--- config.mk ---
export PLATFORM = sky130hd
export DESIGN_NAME = rsmc_top
export DESIGN_NICKNAME = d
export VERILOG_FILES = /design/src/core/rsmc_wdt_div.v /design/src/core/rsmc_top.v
export VERILOG_INCLUDE_DIRS = /design/src /design/src/include
export SDC_FILE = /design/constraint.sdc
export NUM_CORES = 1
export LEC_CHECK = 0
export BUFFER_PORTS_ARGS = -buffer_cell sky130_fd_sc_hd__buf_2
export CORE_MARGIN = 10
export CORE_UTILIZATION = 44
export CTS_BUF_LIST = sky130_fd_sc_hd__clkbuf_8 sky130_fd_sc_hd__clkbuf_16
export DETAILED_ROUTE_END_ITERATION = 16
export PLACE_DENSITY = 0.77
export RECOVER_POWER = 50
export SLEW_MARGIN = 30
export SYNTH_ARGS = -nofsm -noshare
export SYNTH_HDL_FRONTEND = slang
export SYNTH_HIERARCHICAL = 1
export SYNTH_SLANG_ARGS = --single-unit
export TNS_END_PERCENT = 1
--- constraint.sdc ---
create_clock -name pclk -period 2.5 [get_ports pclk]
set_input_delay 0 -clock pclk [delete_from_list [all_inputs] [get_ports pclk]]
set_output_delay 0 -clock pclk [all_outputs]
set_load 0.01 [all_outputs]
--- src/include/rsmc_consts.vh ---
// Constants for the reset and supply monitor controller
`ifndef RSMC_CONSTS_VH
`define RSMC_CONSTS_VH
// Monitor control keeps its word index; the bus sees four times it
`define RSMC_IDX_MON_CTRL 10'h0FF
`define RSMC_ADDR_MON_CTRL {`RSMC_IDX_MON_CTRL, 2'b00}
`define RSMC_ADDR_RST_SRC 12'h004
`define RSMC_ADDR_STATUS 12'h008
`define RSMC_ADDR_FLASH 12'h00C
`define RSMC_BIT_MON_EN 7
`define RSMC_BIT_SUPPLY_OK 6
`define RSMC_BIT_WARN_OK 5
`define RSMC_BIT_WARN_IE 0
`define RSMC_BIT_SW_RST 4
`define RSMC_BIT_POR_FLAG 1
`define RSMC_BIT_FLASH_ERR 6
`define RSMC_BIT_IN_RESET 0
`define RSMC_BIT_FLASH_OP 0
`define RSMC_PORT_RESET 8'hFF
`define RSMC_PC_RESET 16'h0000
`define RSMC_WDT_DIV 4'hC
`define RSMC_WDT_CNT_W 4
`define RSMC_CLK_KHZ 100000
`define RSMC_POR_DELAY_MS 3
// Three milliseconds of the 100 MHz clock, at counter width
`define RSMC_POR_DELAY_CYC 24'h04_93E0
`define RSMC_STRETCH_CYC 24'h00_0008
`define RSMC_CNT_W 24
`define RSMC_RST_IDLE 2'b00
`define RSMC_RST_POR 2'b01
`define RSMC_RST_HOLD 2'b10
`define RSMC_RST_RUN 2'b11
`endif

--- src/core/rsmc_wdt_div.v ---
// Watchdog clock divider: one-cycle enable every twelfth system clock
`timescale 1ns/10ps
`include "rsmc_consts.vh"
module rsmc_wdt_div (
    input wire pclk,
    input wire presetn,
    input wire clear,
    output reg tick
);
    reg [`RSMC_WDT_CNT_W-1:0] cnt_r;
    always @(posedge pclk or negedge presetn) begin
        if (!presetn) begin
            cnt_r <= {`RSMC_WDT_CNT_W{1'b0}};
            tick <= 1'b0;
        end else if (clear) begin
            cnt_r <= {`RSMC_WDT_CNT_W{1'b0}};
            tick <= 1'b0;
        end else if (cnt_r == `RSMC_WDT_DIV - 1'b1) begin
            cnt_r <= {`RSMC_WDT_CNT_W{1'b0}};
            tick <= 1'b1;
        end else begin
            cnt_r <= cnt_r + 1'b1;
            tick <= 1'b0;
        end
    end
endmodule // rsmc_wdt_div

--- src/core/rsmc_top.v ---
// Reset sequencer with power-on and supply monitor reset, APB registers
//
// Behaviour
// - Reset halts core, loads registers, disables interrupts
// - Data memory kept; stack pointer reset
// - Port latches all ones, open drain, pullups
// - Reset pin driven low for monitor/power-on
// - Exit: pc zero, internal oscillator, fetch zero
// - Watchdog enabled, clocked system clock div twelve
// - Hold until above power-on threshold, then delay
// - Power-on end sets power-on flag
// - Software and flash resets clear the power-on flag
// - Monitor enabled, selected after power-on/power-fail
// - Supply below threshold holds reset while low
// - Power-fail sets flag; memory marked invalid
// - Monitor state reset only by those resets
// - Sleep suppresses power-fail; wake restores settings
// - Warning flag clears below threshold, may interrupt
// - Flash op with monitor off causes reset
// - No power-on delay after monitor reset
// - Monitor enable bit seven, one after power-on
// - Warning flag bit five, one above threshold
`timescale 1ns/10ps
`include "rsmc_consts.vh"
module rsmc_top #(
    parameter [`RSMC_CNT_W-1:0] POR_DELAY_CYC =
        `RSMC_POR_DELAY_CYC
) (
    input wire pclk,
    input wire presetn,
    input wire [11:0] paddr,
    input wire psel,
    input wire penable,
    input wire pwrite,
    input wire [31:0] pwdata,
    input wire [3:0] pstrb,
    output wire [31:0] prdata,
    output wire pready,
    output wire pslverr,
    input wire power_on_ok,
    input wire supply_above_reset,
    input wire supply_above_warn,
    input wire sleep_mode,
    input wire flash_write_req,
    output reg core_reset_r,
    output reg reset_pin_out_r,
    output reg reset_pin_oe_r,
    output reg [7:0] port_latch_r,
    output reg port_open_drain_r,
    output reg port_pullup_en_r,
    output reg sp_reset_r,
    output reg sfr_init_r,
    output reg irq_timer_disable_r,
    output reg [15:0] pc_r,
    output reg internal_osc_sel_r,
    output reg wdt_enable_r,
    output wire wdt_tick,
    output reg ram_invalid_r,
    output reg warn_irq_r
);
    reg [1:0] state_r;
    reg [1:0] state_nxt;
    reg [`RSMC_CNT_W-1:0] cnt_r;
    reg supply_monitor_enable;
    reg monitor_select_r;
    reg power_on_reset_flag;
    reg warn_ie_r;
    reg flash_err_flag_r;
    reg sw_rst_req_r;
    reg flash_rst_req_r;
    reg last_por_r;
    reg [31:0] rdata_r;
    wire supply_early_warning_flag;
    wire mon_live;
    wire pf_fault;
    wire soft_cause;
    wire wr_en;
    wire rd_en;

    function addr_hit;
        input [11:0] a;
        input [11:0] ref_addr;
        begin
            addr_hit = (a == ref_addr);
        end
    endfunction

    assign wr_en = psel & penable & pwrite;
    assign rd_en = psel & ~penable & ~pwrite;
    assign pready = 1'b1;
    assign pslverr = 1'b0;
    assign prdata = rdata_r;
    assign supply_early_warning_flag = supply_above_warn;
    // Sleep masks the fault; stored settings stay and reapply on wake
    assign mon_live = supply_monitor_enable & monitor_select_r
        & ~sleep_mode;
    assign pf_fault = mon_live & ~supply_above_reset;
    assign soft_cause = sw_rst_req_r | flash_rst_req_r;

    always @* begin
        state_nxt = state_r;
        case (state_r)
            `RSMC_RST_IDLE: begin
                if (power_on_ok)
                    state_nxt = `RSMC_RST_POR;
            end
            `RSMC_RST_POR: begin
                if (!power_on_ok)
                    state_nxt = `RSMC_RST_IDLE;
                else if (cnt_r >= POR_DELAY_CYC - 1'b1)
                    state_nxt = `RSMC_RST_RUN;
            end
            `RSMC_RST_HOLD: begin
                // Losing power mid-stretch restarts the full power-on path
                if (!power_on_ok)
                    state_nxt = `RSMC_RST_IDLE;
                // Monitor release skips the power-on delay
                else if (!pf_fault && cnt_r >= `RSMC_STRETCH_CYC - 1'b1)
                    state_nxt = `RSMC_RST_RUN;
            end
            `RSMC_RST_RUN: begin
                if (!power_on_ok)
                    state_nxt = `RSMC_RST_IDLE;
                else if (pf_fault || soft_cause)
                    state_nxt = `RSMC_RST_HOLD;
            end
            default: state_nxt = `RSMC_RST_IDLE;
        endcase
    end

    always @(posedge pclk or negedge presetn) begin
        if (!presetn) begin
            state_r <= `RSMC_RST_IDLE;
            cnt_r <= {`RSMC_CNT_W{1'b0}};
        end else begin
            state_r <= state_nxt;
            if (state_nxt != state_r)
                cnt_r <= {`RSMC_CNT_W{1'b0}};
            else if (state_r == `RSMC_RST_POR ||
                     state_r == `RSMC_RST_HOLD)
                cnt_r <= cnt_r + 1'b1;
        end
    end

    // Reset-state effects on the core and pins
    always @(posedge pclk or negedge presetn) begin
        if (!presetn) begin
            core_reset_r <= 1'b1;
            reset_pin_out_r <= 1'b0;
            reset_pin_oe_r <= 1'b1;
            port_latch_r <= `RSMC_PORT_RESET;
            port_open_drain_r <= 1'b1;
            port_pullup_en_r <= 1'b1;
            sp_reset_r <= 1'b1;
            sfr_init_r <= 1'b1;
            irq_timer_disable_r <= 1'b1;
            pc_r <= `RSMC_PC_RESET;
            internal_osc_sel_r <= 1'b1;
            wdt_enable_r <= 1'b0;
            last_por_r <= 1'b1;
        end else begin
            port_pullup_en_r <= 1'b1;
            if (state_nxt != `RSMC_RST_RUN) begin
                core_reset_r <= 1'b1;
                sfr_init_r <= 1'b1;
                irq_timer_disable_r <= 1'b1;
                sp_reset_r <= 1'b1;
                port_latch_r <= `RSMC_PORT_RESET;
                port_open_drain_r <= 1'b1;
                pc_r <= `RSMC_PC_RESET;
                internal_osc_sel_r <= 1'b1;
                wdt_enable_r <= 1'b0;
                // Pin only for power-on and monitor causes
                reset_pin_oe_r <= (state_nxt != `RSMC_RST_HOLD)
                    | pf_fault | ~soft_cause & last_por_r;
                reset_pin_out_r <= 1'b0;
            end else begin
                core_reset_r <= 1'b0;
                sfr_init_r <= 1'b0;
                irq_timer_disable_r <= 1'b0;
                sp_reset_r <= 1'b0;
                reset_pin_oe_r <= 1'b0;
                reset_pin_out_r <= 1'b1;
                if (core_reset_r)
                    wdt_enable_r <= 1'b1;
            end
            if (state_r == `RSMC_RST_RUN && state_nxt == `RSMC_RST_HOLD)
                last_por_r <= pf_fault;
            else if (state_nxt == `RSMC_RST_IDLE)
                last_por_r <= 1'b1;
        end
    end

    // Divider restarts with every reset so the watchdog starts aligned
    rsmc_wdt_div u_wdt_div (
        .pclk(pclk),
        .presetn(presetn),
        .clear(core_reset_r),
        .tick(wdt_tick)
    );

    // Monitor state, cause flags and software requests
    always @(posedge pclk or negedge presetn) begin
        if (!presetn) begin
            supply_monitor_enable <= 1'b1;
            monitor_select_r <= 1'b1;
            power_on_reset_flag <= 1'b0;
            ram_invalid_r <= 1'b1;
            warn_ie_r <= 1'b0;
            flash_err_flag_r <= 1'b0;
            sw_rst_req_r <= 1'b0;
            flash_rst_req_r <= 1'b0;
            warn_irq_r <= 1'b0;
        end else begin
            warn_irq_r <= warn_ie_r & ~supply_early_warning_flag;
            if (state_r != `RSMC_RST_RUN) begin
                sw_rst_req_r <= 1'b0;
                flash_rst_req_r <= 1'b0;
                if (state_r == `RSMC_RST_IDLE || pf_fault) begin
                    supply_monitor_enable <= 1'b1;
                    monitor_select_r <= 1'b1;
                    power_on_reset_flag <= 1'b1;
                    ram_invalid_r <= 1'b1;
                    flash_err_flag_r <= 1'b0;
                end else if (state_r == `RSMC_RST_HOLD && soft_cause) begin
                    power_on_reset_flag <= 1'b0;
                end
            end else begin
                ram_invalid_r <= 1'b0;
                if (flash_write_req && !supply_monitor_enable) begin
                    flash_rst_req_r <= 1'b1;
                    flash_err_flag_r <= 1'b1;
                end
                if (wr_en && addr_hit(paddr, `RSMC_ADDR_MON_CTRL)
                    && pstrb[0]) begin
                    supply_monitor_enable <=
                        pwdata[`RSMC_BIT_MON_EN];
                    warn_ie_r <= pwdata[`RSMC_BIT_WARN_IE];
                end
                if (wr_en && addr_hit(paddr, `RSMC_ADDR_RST_SRC)
                    && pstrb[0]) begin
                    // Writing zero deselects the monitor as a reset cause
                    monitor_select_r <=
                        pwdata[`RSMC_BIT_POR_FLAG];
                    sw_rst_req_r <= pwdata[`RSMC_BIT_SW_RST];
                end
            end
        end
    end

    always @(posedge pclk or negedge presetn) begin
        if (!presetn) begin
            rdata_r <= 32'h0000_0000;
        end else if (rd_en) begin
            rdata_r <= 32'h0000_0000;
            if (addr_hit(paddr, `RSMC_ADDR_MON_CTRL)) begin
                rdata_r[`RSMC_BIT_MON_EN] <= supply_monitor_enable;
                rdata_r[`RSMC_BIT_SUPPLY_OK] <= supply_above_reset;
                rdata_r[`RSMC_BIT_WARN_OK] <=
                    supply_early_warning_flag;
                rdata_r[`RSMC_BIT_WARN_IE] <= warn_ie_r;
            end else if (addr_hit(paddr, `RSMC_ADDR_RST_SRC)) begin
                rdata_r[`RSMC_BIT_POR_FLAG] <= power_on_reset_flag;
                rdata_r[`RSMC_BIT_FLASH_ERR] <= flash_err_flag_r;
            end else if (addr_hit(paddr, `RSMC_ADDR_STATUS)) begin
                rdata_r[`RSMC_BIT_IN_RESET] <= core_reset_r;
            end else if (addr_hit(paddr, `RSMC_ADDR_FLASH)) begin
                rdata_r[`RSMC_BIT_FLASH_OP] <= monitor_select_r;
            end
        end
    end
endmodule // rsmc_top

==> metrics.yaml, run 1 <==
detailed_routing:
  vias: 2393
  firstDrtPassIters: 4
  drt_iter0_markers: 87
  via_per_inst: 4.81
  drc_errors: 0
  wire_per_inst_um: 13.8
  totalWireLength_um: 6890
  ant_nets: 0
sta:
  rsz0062_at_grt: "true"
  tightest_slew_ps: 1230
  finalSetupViolCount: 16
  post-route-worst-setup-slack_ps: -38.0
  max_slew_margin: 0.183
  drv_slew: 0
  fin_crit_sh: 1.02
  min_period_ps: 2540
  hold_violations: 0
  skew_ps: 11.5
  max_freq_mhz: 394
synth:
  ys_seq_elements: 50
  synth_top_area_share: 0.342
  ys_types: 54
  synthCells: 334
  synth.avg_cell_area_um2: 9.63
  synth-async-reset-ratio: 1.00
  synth_area_leader_cell: "dfrtp_1"
  ys_warn_count: 6
  synth.area.top_cells: "dfrtp_1 (34%), buf_4 (14%), nor3_2 (5.6%)"
  synth-edff-count: 0
  syn-cell-area_mm2: 0.00322
  synth_seq_area_share: 0.391
  synth-main-ff-cell: "dfrtp_1"
clock_network:
  clk_latency_ps: 310
  cts-buffers-inserted: 5
  postCtsSetupRepairBufs: 0
  htreeDepth: 2
  root_buffer: "clkbuf_8"
  clk_pin_slew_ps: 100
  clockBufferDepth: 2
  tritoncts: "yes"
  clkSinkCount: 50
power_and_ir_drop:
  power_uw: 2100
  p_sw_uw: 793
  p_clk_frac: 0.241
  p_per_area_mw_per_mm2: 575
  vdd_ir_drop_max_mv: 0.394
  combPwrFrac: 0.345
  p_sw_frac: 0.377
  leakage_uw: 0.00174
  seqPwrFrac: 0.414
  p_int_uw: 1310
floorplan:
  rows: 31
  ios: 129
  core_mm2: 0.00718
  initial_core_util: 0.448
  design.die.area_mm2: 0.0111
  die_w_um: 105
  die-height_um: 105
layout:
  final_cell_area_mm2: 0.00366
  final_cells: 498
  fin_nets: 462
  antenna_cells: 0
  drive_above_1_share: 0.286
  areaGrowthSynthToFinish_pct: 13.9
  fillCellCount: 662
job:
  max_cap_viol_count: 0
outcome:
  violations: "setup timing"
  status: "finished with violations"
grt:
  grt_pass1_wl_um: 11300
  grt-ovfl-total: 0
  grt_pass1_vias: 2417
  grt_start_max_net_pins: 51
  grtUsageTotal: 0.118
  grt_antenna_before_repair: 0
critical_path:
  arrival_ps: 2770
  worstSetupPathType: "reg2reg"
  crit_fanout: 19
  start_kind: "register"
  cp-end-kind: "register"
  required_ps: 2730
placed_design:
  dp_cells: 484
  dpl_cell_area_mm2: 0.00346
  dp_hpwl_um: 5170
  io_buffers: 41
  gp_congestion: 0.870
hold_path:
  min_path_type: "in2reg"
[power groups by stage]
stage | sequential [uW] | combinational, uW | clock, uW
detailed placement | 885 | 695 | 0
global route | 876 | 792 | 555
finish | 871 | 727 | 506
CTS | 872 | 708 | 529
floorplan | 890 | 544 | 0
global placement | 885 | 671 | 0
[sequential cells by signal (all words and copies together), names as in the netlist]
register,count
warn_irq_r,1
flash_rst_req_r,1
sw_rst_req_r,1
u_wdt_div/cnt_r,4
reset_pin_oe_r,1
irq_timer_disable_r,1
last_por_r,1
flash_err_flag_r,1
prdata,5
supply_monitor_enable,1
wdt_enable_r,1
state_r,2
monitor_select_r,1
reset_pin_out_r,1
u_wdt_div/tick,1
warn_ie_r,1
power_on_reset_flag,1
cnt_r,24
ram_invalid_r,1
[worst max-delay path, stage by stage (launching register included)]
cell and delay, ps:
dfrtp_1 390, or4_4 550, or4b_4 560, a211o_1 300, o211ai_2 200, a21oi_4 100
buf_12 170, nor3_2 190
[through the flow]
stage	utilization	TNS, ps	setup WS, ps	hold slack, ps
6_report	0.510	-213	-38.0	59.4
5_1_grt	0.510	-2830	-146	90.9
4_1_cts	0.505	-863	-66.1	53.3
3_5_place_dp	0.482	-1140	-71.8	70.8
3_3_place_gp	0.481	0	16.1	170
2_1_floorplan	-	0	73.0	-296
[cells in the mapped netlist (5+ instances only)]
cell type	n
buf_4	61
xnor2_1	10
dfrtp_1	44
inv_1	9
dfstp_2	6
clkbuf_1	5
nor2b_1	5
o21ai_0	10
ha_1	6
nand4_1	8
mux2i_1	6
xor2_1	13
nand3_1	12
nor4_1	5
nor3_1	11
nor2_1	24
nor3_2	18
nand2_1	19
a21oi_1	7
[placed cells by master (no fill, tap or decap), types with 2 or more instances in the layout]
cell,count
conb_1,56
dfrtp_1,44
buf_2,40
nor2_1,24
nor3_2,21
buf_4,21
nand2_1,19
xor2_1,13
nand3_1,12
o21ai_0,10
xnor2_1,10
inv_1,9
nand4_1,8
nor3_1,7
a21oi_1,7
mux2i_1,6
ha_1,6
dlygate4sd3_1,6
dfstp_2,6
nor2b_1,5
clkbuf_8,5
nor4_1,4
or3_1,3
a211o_1,3
and2_1,3
and3_1,3
nor3_4,3
or2_1,2
o21a_1,2
o41ai_1,2
a31oi_1,2
and4_1,2
o211a_1,2
nand2b_1,2
a22oi_1,2
buf_12,2
[metal layers]
metal | wire length [um] | global-route usage
met1 | 2800 | 0.130
met3 | 598 | 0.0451
met2 | 3420 | 0.205
met4 | 72 | 0.0343
met5 | 0 | 0
[cells by family after synthesis]
group	synth area share
AOI/OAI and AO/OA	0.0841
buffers and inverters	0.167
muxes	0.0222
and+or+nand+nor	0.247
adders and majority gates	0.0233
DFF	0.391
xor gates and xnor gates	0.0626
other	0.00234
[final timing paths]
| path | startpoint | endpoint | slack (ps) | depth (start not counted) |
|---|---|---|---|---|
| max in group asynchronous | presetn | cnt_r[4]$_DFFE_PN0P_ | 1300 | 2 |
| setup reg to reg | cnt_r[17]$_DFFE_PN0P_ | cnt_r[6]$_DFFE_PN0P_ | -40 | 7 |
| hold / removal | supply_above_reset | prdata[6]$_DFFE_PN0P_ | 60 | 3 |
| setup / recovery | cnt_r[17]$_DFFE_PN0P_ | cnt_r[6]$_DFFE_PN0P_ | -40 | 7 |
| hold reg to reg | u_wdt_div/cnt_r[0]$_DFF_PN0_ | u_wdt_div/cnt_r[0]$_DFF_PN0_ | 480 | 1 |
| min in group asynchronous | presetn | u_wdt_div/cnt_r[0]$_DFF_PN0_ | 460 | 2 |
[repair_timing]
item	4_1_cts	5_1_grt
setup endpoints to repair	24	26
hold buffers	6	0
gates resized for setup	4	7
pin swaps	2	3
gates cloned	0	0
hold endpoints to repair	50	0
[cell type report]
type                    instances  area [um^2]  share of cell area
clock inverters                 3         28.8             0.00786
well taps                      99          124              0.0338
flip-flops and latches         50         1260               0.344
repair buffers                 71          474               0.130
multi-input cells             260         1670               0.456
inverters                      10         37.5              0.0103
clock buffers                   5         68.8              0.0188
Power figures use the tool's default switching activity.
==> run 2, diff against run 1 <==
Settings changed: RECOVER_POWER 50 to 100.
==> run 2 against run 1 <==
Compared with the run above:
- die area unchanged
- clock skew decreased by 0.72 ps
- critical path depth unchanged
- fmax about the same
- sequential share of layout area increased by 0.27 points
- utilization decreased by 0.40 points
- largest cell class unchanged
- via count decreased by 0.33%
- sequential cell count unchanged
- the flow still finishes with violations (setup timing)
==> metrics.yaml, run 2 (same netlist as run 1, synthesis figures left out) <==
outcome:
  status: "finished with violations"
  violations: "setup timing"
placed_design:
  dp_cells: 484  # unchanged
  io_buffers: 41  # unchanged
  dp_hpwl_um: 5170  # unchanged
  gp_congestion: 0.870  # unchanged
critical_path:
  arrival_ps: 2770  # about the same
  r2r_start: "cnt_r[17]$_DFFE_PN0P_"
  cp-end-kind: "register"
  ff2ff_path_depth: 7  # unchanged
  crit_fanout: 19  # unchanged
  required_ps: 2730  # about the same
  crit_start: "cnt_r[17]$_DFFE_PN0P_"
  start_kind: "register"
  worstSetupPathType: "reg2reg"
grt:
  use_met2: 0.205  # unchanged
  grt_antenna_before_repair: 0  # unchanged
  grt-ovfl-total: 0  # unchanged
  grt_start_max_net_pins: 51  # unchanged
  grt_pass1_wl_um: 11300  # unchanged
  grt_pass1_vias: 2417  # unchanged
  gr-max-usage-layer: "met2"
  met1_usage: 0.130  # unchanged
  globalRouteMet3Util: 0.0451  # unchanged
  grtUsageTotal: 0.118  # unchanged
layout:
  regMostFlops: "cnt_r"
  drive_above_1_share: 0.238  # -0.0476
  fin_nets: 462  # unchanged
  final_common_cell: "conb_1"
  final_cells: 498  # unchanged
  areaGrowthSynthToFinish_pct: 13.0
  antenna_cells: 0  # unchanged
  final_cell_mix: "conb_1 (56), dfrtp_1 (44), buf_2 (26)"
  largest_reg_flops: 24  # unchanged
hold_path:
  min_path_type: "in2reg"
  worst_hold_path.num_cells: 3  # unchanged
  min_from: "supply_above_reset"
detailed_routing:
  firstDrtPassIters: 4  # unchanged
  ant_nets: 0  # unchanged
  via_per_inst: 4.79  # -0.33%
  wire_per_inst_um: 13.8  # unchanged
  drc_errors: 0  # unchanged
  drt_iter0_markers: 82  # -5.7%
  totalWireLength_um: 6890  # unchanged
  vias: 2385  # -0.33%
floorplan:
  rows: 31  # unchanged
  die_w_um: 105  # unchanged
  ios: 129  # unchanged
  die-height_um: 105  # unchanged
  core_mm2: 0.00718  # unchanged
  initial_core_util: 0.448  # unchanged
  design.die.area_mm2: 0.0111  # unchanged
power_and_ir_drop:
  p_int_uw: 1310  # -0.13%
  p_clk_frac: 0.240  # about the same
  p_sw_frac: 0.377  # about the same
  p_sw_uw: 792  # about the same
  p_per_area_mw_per_mm2: 579  # +0.68%
  power_uw: 2100  # -0.11%
  leakage_uw: 0.00168  # -3.4%
  combPwrFrac: 0.345  # about the same
  seqPwrFrac: 0.415  # about the same
  vdd_ir_drop_max_mv: 0.393  # about the same
sta:
  hold_ws_ps: 62.8  # +3.38 ps
  post-route-worst-setup-slack_ps: -36.6  # +1.43 ps
  max_slew_margin: 0.181  # -0.00143
  min_period_ps: 2540  # -1.43 ps
  fin_crit_sh: 1.01  # about the same
  rsz0062_at_grt: "true"
  hold_violations: 0  # unchanged
  max_freq_mhz: 394  # about the same
  tightest_slew_ps: 1230  # +2.15 ps
  final.setup.tns_ps: -210  # +2.84 ps
  finalSetupViolCount: 16  # unchanged
  skew_ps: 10.7  # -0.720 ps
  drv_slew: 0  # unchanged
clock_network:
  clockBufferDepth: 2  # unchanged
  root_buffer: "clkbuf_8"
  tritoncts: "yes"
  clk_latency_ps: 310  # about the same
  clkSinkCount: 50  # unchanged
  cts-buffers-inserted: 5  # unchanged
  clk_pin_slew_ps: 100  # about the same
  htreeDepth: 2  # unchanged
  postCtsSetupRepairBufs: 0  # unchanged
job:
  max_cap_viol_count: 0  # unchanged
==> run 2: final cells by class <==
class / instances / area, um^2
clock inverters: 3 / 28.8
repair buffers: 71 / 445
well taps: 99 / 124
flip-flops and latches: 50 / 1260
clock buffers: 5 / 68.8
inverters: 10 / 37.5
fillers: 675 / 3540
multi-input cells: 260 / 1670
==> run 2: timing repair <==
| action | CTS | global route |
|---|---|---|
| hold buffers | 6 | 0 |
| gates cloned | 0 | 0 |
| hold endpoints to repair | 50 | 0 |
| setup endpoints to repair | 24 | 26 |
| gates resized for setup | 4 | 7 |
| pin swaps | 2 | 3 |
==> run 2: through the flow <==
stage | setup WS, ps | area, um^2 | util
2_1_floorplan | 73.0 | 3420 | -
3_5_place_dp | -71.8 | 3460 | 0.482
5_1_grt | -146 | 3630 | 0.506
3_3_place_gp | 16.1 | 3450 | 0.481
6_report | -36.6 | 3630 | 0.506
4_1_cts | -66.1 | 3630 | 0.505
==> run 2: metal layers <==
layer | up-vias | wire, um | share of wire
li1 | 1167 | - | -
met1 | 1133 | 2850 | 0.41
met2 | 74 | 3410 | 0.50
met3 | 11 | 538 | 0.078
met4 | 0 | 89 | 0.013
met5 | - | 0 | 0
==> run 2: final timing paths <==
kind	endpoint	slack, ps
worst max-delay path	cnt_r[6]$_DFFE_PN0P_	-40
worst min-delay path	prdata[6]$_DFFE_PN0P_	60
worst max register to register	cnt_r[6]$_DFFE_PN0P_	-40
worst min register to register	u_wdt_div/cnt_r[0]$_DFF_PN0_	480
max in group asynchronous	cnt_r[4]$_DFFE_PN0P_	1290
min in group asynchronous	u_wdt_div/cnt_r[0]$_DFF_PN0_	470
==> run 2: critical path, stage by stage, from the launching register on <==
cell	delay, ps
dfrtp_1	390
or4_4	550
or4b_4	560
a211o_1	300
o211ai_2	200
a21oi_4	100
buf_12	170
nor3_2	190
==> run 2: power by group through the flow <==
stage | combinational [uW] | clock [uW] | sequential [uW]
global placement | 671 | 0 | 885
global route | 791 | 555 | 877
floorplan | 544 | 0 | 890
finish | 725 | 505 | 873
detailed placement | 695 | 0 | 885
CTS | 708 | 529 | 872
